--- config.mk ---
export PLATFORM = sky130hd
export DESIGN_NAME = pdrs_top
export DESIGN_NICKNAME = d
export VERILOG_FILES = /design/src/core/pdrs_pkg.sv /design/src/core/pdrs_top.sv
export VERILOG_INCLUDE_DIRS = /design/src /design/src/core
export SDC_FILE = /design/constraint.sdc
export NUM_CORES = 1
export LEC_CHECK = 0
export BUFFER_PORTS_ARGS = -buffer_cell sky130_fd_sc_hd__buf_2
export CORE_ASPECT_RATIO = 1.75
export CORE_UTILIZATION = 60
export CTS_BUF_LIST = sky130_fd_sc_hd__clkbuf_16
export DETAILED_ROUTE_END_ITERATION = 10
export PLACE_DENSITY_LB_ADDON = 0.3
export SLEW_MARGIN = 40
export SYNTH_ARGS = -nofsm -noshare
export SYNTH_HDL_FRONTEND = slang
export SYNTH_SLANG_ARGS = --single-unit
export TNS_END_PERCENT = 30
--- constraint.sdc ---
create_clock -name clk_sys_in -period 12.7 [get_ports clk_sys_in]
set_input_delay 1.27 -clock clk_sys_in [delete_from_list [all_inputs] [get_ports clk_sys_in]]
set_output_delay 1.27 -clock clk_sys_in [all_outputs]
set_load 0.01 [all_outputs]
--- src/core/pdrs_defs.svh ---
// register offsets, field positions and reset values for the dma status block
`ifndef PDRS_DEFS_SVH
`define PDRS_DEFS_SVH
`define PDRS_OFF_CTRL 8'h00
`define PDRS_OFF_STATUS 8'h04
`define PDRS_OFF_RD_START 8'h08
`define PDRS_OFF_RD_STOP 8'h0c
`define PDRS_OFF_RD_IRQ 8'h10
`define PDRS_OFF_RD_CUR 8'h14
`define PDRS_RST_WORD 32'h0000_0000
`define PDRS_ADDR_STEP 32'h0000_0004
`define PDRS_BIT_LINE_BUSY 23
`define PDRS_BIT_EPROM 22
`define PDRS_BIT_WR_UNDERRUN 21
`define PDRS_BIT_WR_FULL 20
`define PDRS_BIT_WR_EMPTY 19
`define PDRS_BIT_RD_OVERRUN 18
`define PDRS_BIT_RD_FULL 17
`define PDRS_BIT_RD_EMPTY 16
`define PDRS_NUM_EVT 9
`define PDRS_EN_LSB 16
`define PDRS_BIT_STICKY_SEL 6
`define PDRS_BIT_DMA_EN 8
`define PDRS_BIT_DMA_RESTART 9
`define PDRS_EVT_WR_EOB 0
`define PDRS_EVT_WR_MATCH 1
`define PDRS_EVT_RD_MATCH 2
`define PDRS_EVT_RD_EOB 3
`define PDRS_CTRL_MASK 32'h01ff_1bc3
`define PDRS_FLG_TIMEOUT 8
`define PDRS_FLG_LINE 7
`define PDRS_FLG_WDOG 6
`define PDRS_FLG_TABORT 5
`define PDRS_FLG_MABORT 4
`define PDRS_STATUS_USED 32'h00ff_01ff
`define PDRS_PIN_LAT 3
`endif

--- src/core/pdrs_pkg.sv ---
// types for the dma status block
package pdrs_pkg;
	typedef enum logic [1:0] {
		PDRS_IDLE,
		PDRS_RUN,
		PDRS_DONE
	} pdrs_rd_state_t;
endpackage : pdrs_pkg

--- src/core/pdrs_top.sv ---
// dma status register and read-channel address registers
//
// Contract
// - status register at 0x04 is 32 bits and resets to all zeros
// - bit 22 is read-only, shows eprom load failure
// - bits 21..19 show write fifo underrun, full, empty
// - bits 18..16 show read fifo overrun, full, empty
// - bit 8 sets on master timeout from either timer, write 1 clears
// - bit 7 sets on line-side interrupt, write 1 clears
// - bit 6 sets on watchdog expiry, write 1 clears
// - bit 5 sets on target abort of own transaction, write 1 clears
// - bit 4 sets on master abort of own transaction, write 1 clears
// - bit 3 sets at read channel end of buffer, write 1 clears
// - bit 2 sets at read channel interrupt address, write 1 clears
// - bit 1 sets at write channel interrupt address, write 1 clears
// - bit 0 sets at write channel end of buffer, write 1 clears
// - read start address register at 0x08, read/write, resets zero
// - read stop address register at 0x0c, read/write, resets zero
// - read interrupt address register at 0x10, read/write, resets zero
// - current read address at 0x14, read-only, resets zero
// - control bit chooses sticky or non-sticky address and end-of-buffer flags
// - each event has its own enable; disabled events raise no interrupt
`timescale 1ns/100ps
`default_nettype none
`include "pdrs_defs.svh"
module pdrs_top
	import pdrs_pkg::*;
(
	input wire logic clk_sys_in,
	input wire logic rst_b_in,
	input wire logic reg_sel_in,
	input wire logic reg_wr_in,
	input wire logic [7:0] reg_addr_in,
	input wire logic [3:0] reg_be_in,
	input wire logic [31:0] reg_wdata_in,
	output logic [31:0] reg_rdata_out,
	input wire logic eprom_load_fail_in,
	input wire logic line_busy_in,
	input wire logic wr_fifo_underrun_in,
	input wire logic wr_fifo_full_in,
	input wire logic wr_fifo_empty_in,
	input wire logic rd_fifo_overrun_in,
	input wire logic rd_fifo_full_in,
	input wire logic rd_fifo_empty_in,
	input wire logic trdy_timeout_in,
	input wire logic retry_timeout_in,
	input wire logic line_side_irq_in,
	input wire logic watchdog_expired_in,
	input wire logic target_abort_in,
	input wire logic master_abort_in,
	input wire logic wr_addr_match_in,
	input wire logic wr_end_of_buffer_in,
	input wire logic rd_xfer_done_in,
	output logic rd_active_out,
	output logic [31:0] rd_current_address_out,
	output logic irq_b_out
);
	logic rst_m_r;
	logic rst_s_r;
	logic [7:0] sync1_r;
	logic [7:0] sync2_r;
	logic [31:0] ctrl_r;
	logic [31:0] rd_start_address_r;
	logic [31:0] rd_stop_address_r;
	logic [31:0] rd_irq_address_r;
	logic [31:0] rd_current_address_r;
	logic [`PDRS_NUM_EVT-1:0] flags_r;
	logic [`PDRS_NUM_EVT-1:0] evt;
	logic [`PDRS_NUM_EVT-1:0] w1c;
	logic [31:0] wmask;
	logic [31:0] status_word;
	logic stat_wr;
	logic flag_stickiness_select;
	logic rd_step;
	logic rd_match_evt;
	logic rd_eob_evt;
	logic irq_b_r;
	logic rd_active_r;
	logic [31:0] rdata_r;
	pdrs_rd_state_t rd_state_r;

	always_ff @(posedge clk_sys_in or negedge rst_b_in) begin
		if (!rst_b_in) begin
			rst_m_r <= 1'b0;
			rst_s_r <= 1'b0;
		end else begin
			rst_m_r <= 1'b1;
			rst_s_r <= rst_m_r;
		end
	end

	// pin levels from the line side and fifos pass two flops
	always_ff @(posedge clk_sys_in or negedge rst_s_r) begin
		if (!rst_s_r) begin
			sync1_r <= 8'h00;
			sync2_r <= 8'h00;
		end else begin
			sync1_r <= {eprom_load_fail_in, line_busy_in, wr_fifo_underrun_in, wr_fifo_full_in,
				wr_fifo_empty_in, rd_fifo_overrun_in, rd_fifo_full_in, rd_fifo_empty_in};
			sync2_r <= sync1_r;
		end
	end

	always_comb begin
		for (int i = 0; i < 4; i++) begin
			wmask[i*8 +: 8] = {8{reg_be_in[i]}};
		end
	end

	assign stat_wr = reg_sel_in && reg_wr_in && (reg_addr_in == `PDRS_OFF_STATUS);
	assign flag_stickiness_select = ctrl_r[`PDRS_BIT_STICKY_SEL];

	always_ff @(posedge clk_sys_in or negedge rst_s_r) begin
		if (!rst_s_r) begin
			ctrl_r <= `PDRS_RST_WORD;
			rd_start_address_r <= `PDRS_RST_WORD;
			rd_stop_address_r <= `PDRS_RST_WORD;
			rd_irq_address_r <= `PDRS_RST_WORD;
		end else if (reg_sel_in && reg_wr_in) begin
			unique case (reg_addr_in)
				`PDRS_OFF_CTRL: begin
					ctrl_r <= ((ctrl_r & ~wmask) | (reg_wdata_in & wmask)) & `PDRS_CTRL_MASK;
				end
				`PDRS_OFF_RD_START: begin
					rd_start_address_r <= (rd_start_address_r & ~wmask) | (reg_wdata_in & wmask);
				end
				`PDRS_OFF_RD_STOP: begin
					rd_stop_address_r <= (rd_stop_address_r & ~wmask) | (reg_wdata_in & wmask);
				end
				`PDRS_OFF_RD_IRQ: begin
					rd_irq_address_r <= (rd_irq_address_r & ~wmask) | (reg_wdata_in & wmask);
				end
				default: begin
				end
			endcase
		end
	end

	// read channel: restart loads start, each transfer before the stop address steps one word
	assign rd_step = (rd_state_r == PDRS_RUN) && rd_xfer_done_in;
	assign rd_match_evt = rd_step && (rd_current_address_r == rd_irq_address_r);
	assign rd_eob_evt = rd_step && (rd_current_address_r == rd_stop_address_r);

	always_ff @(posedge clk_sys_in or negedge rst_s_r) begin
		if (!rst_s_r) begin
			rd_state_r <= PDRS_IDLE;
			rd_active_r <= 1'b0;
			rd_current_address_r <= `PDRS_RST_WORD;
		end else if (!ctrl_r[`PDRS_BIT_DMA_EN]) begin
			rd_state_r <= PDRS_IDLE;
			rd_active_r <= 1'b0;
		end else begin
			unique case (rd_state_r)
				PDRS_IDLE: begin
					rd_current_address_r <= rd_start_address_r;
					rd_state_r <= PDRS_RUN;
					rd_active_r <= 1'b1;
				end
				PDRS_RUN: begin
					if (rd_eob_evt) begin
						rd_state_r <= PDRS_DONE;
						rd_active_r <= 1'b0;
					end else if (rd_step) begin
						rd_current_address_r <= rd_current_address_r + `PDRS_ADDR_STEP;
					end
				end
				PDRS_DONE: begin
					if (ctrl_r[`PDRS_BIT_DMA_RESTART]) begin
						rd_state_r <= PDRS_IDLE;
					end
				end
			endcase
		end
	end

	// flag order: [8] timeout .. [0] write end of buffer
	assign evt = {trdy_timeout_in | retry_timeout_in,
		line_side_irq_in,
		watchdog_expired_in,
		target_abort_in,
		master_abort_in,
		rd_eob_evt,
		rd_match_evt,
		wr_addr_match_in,
		wr_end_of_buffer_in};

	// only ones written in enabled lanes clear; a zero leaves the flag
	assign w1c = stat_wr ? (reg_wdata_in[`PDRS_NUM_EVT-1:0] & wmask[`PDRS_NUM_EVT-1:0])
		: {`PDRS_NUM_EVT{1'b0}};

	genvar g;
	generate
		for (g = 0; g < `PDRS_NUM_EVT; g++) begin : g_flag
			always_ff @(posedge clk_sys_in or negedge rst_s_r) begin
				if (!rst_s_r) begin
					flags_r[g] <= 1'b0;
				end else if (evt[g]) begin
					flags_r[g] <= 1'b1;
				end else if (g <= `PDRS_EVT_RD_EOB && flag_stickiness_select) begin
					flags_r[g] <= 1'b0;
				end else if (w1c[g]) begin
					flags_r[g] <= 1'b0;
				end
			end
		end
	endgenerate

	always_comb begin
		status_word = `PDRS_RST_WORD;
		status_word[`PDRS_BIT_LINE_BUSY] = sync2_r[6];
		status_word[`PDRS_BIT_EPROM] = sync2_r[7];
		status_word[`PDRS_BIT_WR_UNDERRUN] = sync2_r[5];
		status_word[`PDRS_BIT_WR_FULL] = sync2_r[4];
		status_word[`PDRS_BIT_WR_EMPTY] = sync2_r[3];
		status_word[`PDRS_BIT_RD_OVERRUN] = sync2_r[2];
		status_word[`PDRS_BIT_RD_FULL] = sync2_r[1];
		status_word[`PDRS_BIT_RD_EMPTY] = sync2_r[0];
		status_word[`PDRS_NUM_EVT-1:0] = flags_r;
	end

	always_ff @(posedge clk_sys_in or negedge rst_s_r) begin
		if (!rst_s_r) begin
			rdata_r <= `PDRS_RST_WORD;
		end else if (reg_sel_in && !reg_wr_in) begin
			unique case (reg_addr_in)
				`PDRS_OFF_CTRL: rdata_r <= ctrl_r;
				`PDRS_OFF_STATUS: rdata_r <= status_word;
				`PDRS_OFF_RD_START: rdata_r <= rd_start_address_r;
				`PDRS_OFF_RD_STOP: rdata_r <= rd_stop_address_r;
				`PDRS_OFF_RD_IRQ: rdata_r <= rd_irq_address_r;
				`PDRS_OFF_RD_CUR: rdata_r <= rd_current_address_r;
				default: rdata_r <= `PDRS_RST_WORD;
			endcase
		end
	end

	always_ff @(posedge clk_sys_in or negedge rst_s_r) begin
		if (!rst_s_r) begin
			irq_b_r <= 1'b1;
		end else begin
			irq_b_r <= ~|(flags_r & ctrl_r[`PDRS_EN_LSB +: `PDRS_NUM_EVT]);
		end
	end

	assign reg_rdata_out = rdata_r;
	assign irq_b_out = irq_b_r;
	assign rd_current_address_out = rd_current_address_r;
	assign rd_active_out = rd_active_r;

	a_irq_follows: assert property (@(posedge clk_sys_in) disable iff (!rst_s_r)
		irq_b_out == !(|($past(flags_r) & $past(ctrl_r[`PDRS_EN_LSB +: `PDRS_NUM_EVT]))))
		else $error("interrupt does not follow enabled flags");
	a_irq_masked: assert property (@(posedge clk_sys_in) disable iff (!rst_s_r)
		(ctrl_r[`PDRS_EN_LSB +: `PDRS_NUM_EVT] == '0) |=> irq_b_out)
		else $error("interrupt raised with all enables off");
	a_irq_clears: assert property (@(posedge clk_sys_in) disable iff (!rst_s_r)
		(flags_r == '0) |=> irq_b_out)
		else $error("interrupt held with no flag set");
	a_timeout_sets: assert property (@(posedge clk_sys_in) disable iff (!rst_s_r)
		(trdy_timeout_in || retry_timeout_in) |=> flags_r[`PDRS_FLG_TIMEOUT])
		else $error("timeout flag not set");
	a_line_sets: assert property (@(posedge clk_sys_in) disable iff (!rst_s_r)
		line_side_irq_in |=> flags_r[`PDRS_FLG_LINE])
		else $error("line flag not set");
	a_wdog_sets: assert property (@(posedge clk_sys_in) disable iff (!rst_s_r)
		watchdog_expired_in |=> flags_r[`PDRS_FLG_WDOG])
		else $error("watchdog flag not set");
	a_tabort_sets: assert property (@(posedge clk_sys_in) disable iff (!rst_s_r)
		target_abort_in |=> flags_r[`PDRS_FLG_TABORT])
		else $error("target abort flag not set");
	a_mabort_sets: assert property (@(posedge clk_sys_in) disable iff (!rst_s_r)
		master_abort_in |=> flags_r[`PDRS_FLG_MABORT])
		else $error("master abort flag not set");
	a_rd_eob_sets: assert property (@(posedge clk_sys_in) disable iff (!rst_s_r)
		(rd_eob_evt && ctrl_r[`PDRS_BIT_DMA_EN]) |=>
		flags_r[`PDRS_EVT_RD_EOB] && rd_state_r == PDRS_DONE)
		else $error("read end of buffer not flagged");
	a_rd_eob_only: assert property (@(posedge clk_sys_in) disable iff (!rst_s_r)
		(!rd_eob_evt && !flags_r[`PDRS_EVT_RD_EOB]) |=> !flags_r[`PDRS_EVT_RD_EOB])
		else $error("read end of buffer flag set without event");
	a_rd_match_sets: assert property (@(posedge clk_sys_in) disable iff (!rst_s_r)
		rd_match_evt |=> flags_r[`PDRS_EVT_RD_MATCH])
		else $error("read address match not flagged");
	a_rd_match_only: assert property (@(posedge clk_sys_in) disable iff (!rst_s_r)
		(!rd_match_evt && !flags_r[`PDRS_EVT_RD_MATCH]) |=> !flags_r[`PDRS_EVT_RD_MATCH])
		else $error("read match flag set without event");
	a_wr_match_sets: assert property (@(posedge clk_sys_in) disable iff (!rst_s_r)
		wr_addr_match_in |=> flags_r[`PDRS_EVT_WR_MATCH])
		else $error("write match not flagged");
	a_wr_eob_sets: assert property (@(posedge clk_sys_in) disable iff (!rst_s_r)
		wr_end_of_buffer_in |=> flags_r[`PDRS_EVT_WR_EOB])
		else $error("write end of buffer not flagged");
	a_zero_keeps: assert property (@(posedge clk_sys_in) disable iff (!rst_s_r)
		(stat_wr && flags_r[`PDRS_FLG_TIMEOUT] && !reg_wdata_in[`PDRS_FLG_TIMEOUT]) |=>
		flags_r[`PDRS_FLG_TIMEOUT])
		else $error("write of zero cleared a flag");
	a_one_clears: assert property (@(posedge clk_sys_in) disable iff (!rst_s_r)
		(stat_wr && reg_be_in[0] && reg_wdata_in[`PDRS_FLG_LINE] && !line_side_irq_in) |=>
		!flags_r[`PDRS_FLG_LINE])
		else $error("write of one did not clear");
	a_set_wins: assert property (@(posedge clk_sys_in) disable iff (!rst_s_r)
		(stat_wr && reg_be_in[0] && reg_wdata_in[`PDRS_FLG_LINE] && line_side_irq_in) |=>
		flags_r[`PDRS_FLG_LINE])
		else $error("clear beat a new event");
	a_nonsticky: assert property (@(posedge clk_sys_in) disable iff (!rst_s_r)
		(flag_stickiness_select && !rd_match_evt) |=> !flags_r[`PDRS_EVT_RD_MATCH])
		else $error("non-sticky flag held");
	a_rd_step: assert property (@(posedge clk_sys_in) disable iff (!rst_s_r)
		(rd_step && !rd_eob_evt && ctrl_r[`PDRS_BIT_DMA_EN]) |=>
		rd_current_address_r == $past(rd_current_address_r) + `PDRS_ADDR_STEP)
		else $error("read address did not step");
	a_start_load: assert property (@(posedge clk_sys_in) disable iff (!rst_s_r)
		(rd_state_r == PDRS_IDLE && ctrl_r[`PDRS_BIT_DMA_EN]) |=>
		rd_current_address_r == $past(rd_start_address_r))
		else $error("start address not loaded");
	a_done_holds: assert property (@(posedge clk_sys_in) disable iff (!rst_s_r)
		(rd_state_r == PDRS_DONE) |=> $stable(rd_current_address_r))
		else $error("read address moved after end of buffer");
	a_cur_ro: assert property (@(posedge clk_sys_in) disable iff (!rst_s_r)
		(reg_sel_in && reg_wr_in && reg_addr_in == `PDRS_OFF_RD_CUR
		&& !ctrl_r[`PDRS_BIT_DMA_EN]) |=> $stable(rd_current_address_r))
		else $error("current address took a write");
	a_start_wr: assert property (@(posedge clk_sys_in) disable iff (!rst_s_r)
		(reg_sel_in && reg_wr_in && reg_addr_in == `PDRS_OFF_RD_START && reg_be_in == 4'hf) |=>
		rd_start_address_r == $past(reg_wdata_in))
		else $error("start address write lost");
	a_stop_wr: assert property (@(posedge clk_sys_in) disable iff (!rst_s_r)
		(reg_sel_in && reg_wr_in && reg_addr_in == `PDRS_OFF_RD_STOP && reg_be_in == 4'hf) |=>
		rd_stop_address_r == $past(reg_wdata_in))
		else $error("stop address write lost");
	a_irq_addr_wr: assert property (@(posedge clk_sys_in) disable iff (!rst_s_r)
		(reg_sel_in && reg_wr_in && reg_addr_in == `PDRS_OFF_RD_IRQ && reg_be_in == 4'hf) |=>
		rd_irq_address_r == $past(reg_wdata_in))
		else $error("interrupt address write lost");
	a_status_ro: assert property (@(posedge clk_sys_in) disable iff (!rst_s_r)
		(reg_sel_in && !reg_wr_in && reg_addr_in == `PDRS_OFF_STATUS) |=>
		(reg_rdata_out & ~`PDRS_STATUS_USED) == `PDRS_RST_WORD
		&& reg_rdata_out[`PDRS_BIT_EPROM] == $past(sync2_r[7]))
		else $error("status reserved or eprom bit wrong");
	a_fifo_bits: assert property (@(posedge clk_sys_in) disable iff (!rst_s_r)
		(reg_sel_in && !reg_wr_in && reg_addr_in == `PDRS_OFF_STATUS) |=>
		reg_rdata_out[`PDRS_BIT_WR_UNDERRUN:`PDRS_BIT_RD_EMPTY] == $past({wr_fifo_underrun_in,
		wr_fifo_full_in, wr_fifo_empty_in, rd_fifo_overrun_in, rd_fifo_full_in,
		rd_fifo_empty_in}, `PDRS_PIN_LAT))
		else $error("fifo bits wrong");
endmodule : pdrs_top
`default_nettype wire

==> run_results.csv <==
group,metric,value,unit
clocking,worst_skew_pair.late_latency,0.50,ns
floorplanning,io_pins,131,
drt,viasPerCell,6.53,
final_layout,fillCellCount,1301,
clocking,cts_resized,0,
timing,whs,0.347,ns
grt,track_usage,34.7,%
drt,routed_wirelength,29400,um
setup_path,endpoint_kind,"flop",
setup_path,cp_cell_sequence,"buf_2, or4_4, nor3_1, buf_4, and3_1, buf_4, nand2_2, mux2_2",
placed_design,dp.cells,1219,
clocking,cts_tree,"yes",
min_path,hold_path_class,"flop to async pin",
drt,drt-pass1-iter-count,9,
flow_run,maxCapViolations,0,
synthesis,synthFlopType,"dfrtp_1",
floorplanning,coreArea,16900,um2
floorplanning,die_h,175,um
final_layout,layout_commonest_cell,"dfrtp_1",
clocking,holdBufCountCts,0,
timing,worstMarginPinSlew,0.854,ns
grt,globalRouteOverflowTotal,0,
synthesis,syn_inst,924,
grt,grt_pass1_wl,45700,um
setup_path,slowest_stage,"or4_4",
synthesis,ys_seq_elements,208,
setup_path,critPathLaunchType,"input port",
drt,wire_per_inst,23.4,um
final_layout,drive_gt1_share,31.3,%
power_and_ir_drop,peakVddDrop,0.122,mV
clocking,cts_sinks,208,
final_layout,n_antenna_cell,0,
grt,grt_pass1_vias,8227,
timing,fin_ws,9.47,ns
clocking,cts-buffers-inserted,20,
timing,finClkSkew,0.00946,ns
final_layout,multiInputGateArea,4770,um2
synthesis,synth-edff-count,0,
floorplanning,die_x,101,um
grt,antenna_found_initial,0,
setup_path,cp_common_cell,"buf_4",
floorplanning,rows,63,
synthesis,synth_area,10300,um2
power_and_ir_drop,p_leak,5.40,nW
timing,finalHoldViolations,0,
run_status,status,"finished, violations left",
final_layout,area_delta_synth_final,14.1,%
drt,drt_iter0_markers,729,
final_layout,regArea,5210,um2
setup_path,crit_fanout,17,
floorplanning,die_area,17700,um2
timing,max_slew_margin,42.9,%
placed_design,io_buffers,130,
clocking,cts_setup_buffers,0,
drt,num_vias,8197,
final_layout,layout_common_cells,"206 x dfrtp_1, 130 x buf_2, 117 x mux2_2",
timing,drv_slew,0,
setup_path,crit_family,"simple AND/OR/NAND/NOR gates",
timing,tns,0,ns
power_and_ir_drop,power.total,1.61,mW
final_layout,fin_nets,1085,
synthesis,syn_nets,994,
setup_path,required,13.08,ns
setup_path,cp.arrival,3.61,ns
synthesis,syn_avg_cell_area,11.1,um2
clocking,clkSlewWorstSetupHoldPaths,0.06,ns
grt,grt_max_degree,164,
setup_path,critPathKind,"input port to flop",
placed_design,gp_congestion,0.927,
timing,fin_crit_sh,25.4,%
timing,period_minus_slack,3.23,ns
power_and_ir_drop,power.density,138,nW/um2
synthesis,synth-seq-area-share,50.6,%
drt,route.detailed.drc,2,
clocking,clock-root-buffer,"clkbuf_16",
synthesis,synth_cell_types,59,
timing,rsz0062_at_grt,"false",
run_status,violations,"design-rule violations",
setup_path,critical-path-max-stage-delay,0.57,ns
timing,finalSetupViolCount,0,
synthesis,synthArstFlopShare,100,%
synthesis,yosys_warnings,0,
floorplanning,start_util,61.0,%
drt,drtAntennaViolNets,0,
placed_design,preCtsSetupSlack,8.98,ns
placed_design,dp_hpwl,21000,um
setup_path,worstPathBufferInverterCount,3,
timing,fmax,310,MHz
clocking,cts_max_level,1,
clocking,clock_path_buffers,3,
final_layout,final_cells,1256,
==> cells in the mapped netlist, types with 18 or more instances <==
library cell  number  share of area, %
mux2_2           117                13
dfrtp_1          207                50
nand4_1           18               1.1
a21oi_1           54               2.6
a22o_1            19               1.6
clkbuf_1          44               1.6
nand3_1           20              0.97
a221oi_1          24               2.0
xor2_1            19               1.6
nand2_1           98               3.6
xnor2_1           45               3.8
o21ai_0           59               2.9
==> cell type report <==
type	instances	share of cell area [%]
Sequential cell	208	44.4
Inverter	9	0.288
Tap cell	227	2.42
Clock buffer	21	4.48
Multi-Input combinational cell	636	40.7
Timing Repair Buffer	140	6.53
Clock inverter	15	1.23
==> power by group <==
| group | switching (mW) | internal (mW) | total (mW) |
|---|---|---|---|
| sequential | 0.0871 | 0.697 | 0.784 |
| clock | 0.255 | 0.360 | 0.615 |
| combinational | 0.122 | 0.0944 | 0.216 |
| total | 0.464 | 1.15 | 1.61 |
==> metal layers <==
metal  global-route usage (%)  routed length [um]
met5                        0                   0
met4                     25.5                2400
met3                     4.88                2110
met2                     56.1               14600
met1                     41.9               10300
==> worst register-to-register path, stage by stage (launching register included) <==
cell	delay [ns]
dfrtp_1	0.50
xnor2_1	0.43
nand4_1	0.22
nor4_2	0.59
a31oi_4	0.28
buf_4	0.37
a21boi_0	0.20
o22a_1	0.22
==> cells by family (layout without fill, tap and decap cells) <==
family	after synthesis	after routing	synth area share [%]
fa+ha+maj	5	5	0.608
buf+inv	80	185	3.49
simple gates	212	212	10.4
other cells	1	1	0.0365
compound gates	226	226	14.4
flops	208	208	50.6
xor+xnor	64	64	5.45
mux	128	128	15.0
==> stage by stage <==
stage	area, um2	util, %
after floorplan	10300	-
after global placement	11000	65.2
after detailed placement	11000	65.4
after CTS	11700	69.4
after global routing	11700	69.6
final	11700	69.6
==> final timing paths <==
kind	startpoint	end	slack (ns)	depth (start not counted)
max	reg_addr_in[1]	flop	9.47	8
min	rst_s_r$_DFF_PN0_	flags_r[6]$_DFFE_PN0P_	0.35	0
max reg2reg	rd_current_address_out[22]$_DFFE_PN0P_	rd_current_address_out[11]$_DFFE_PN0P_	9.79	7
min reg2reg	rst_s_r$_DFF_PN0_	flags_r[6]$_DFFE_PN0P_	0.35	0
max in group asynchronous	rst_s_r$_DFF_PN0_	irq_b_out$_DFF_PN1_	11.09	2
min in group clk_sys_in	sync1_r[4]$_DFF_PN0_	sync2_r[4]$_DFF_PN0_	0.35	0
No activity file was read; power rests on OpenSTA's default activity.
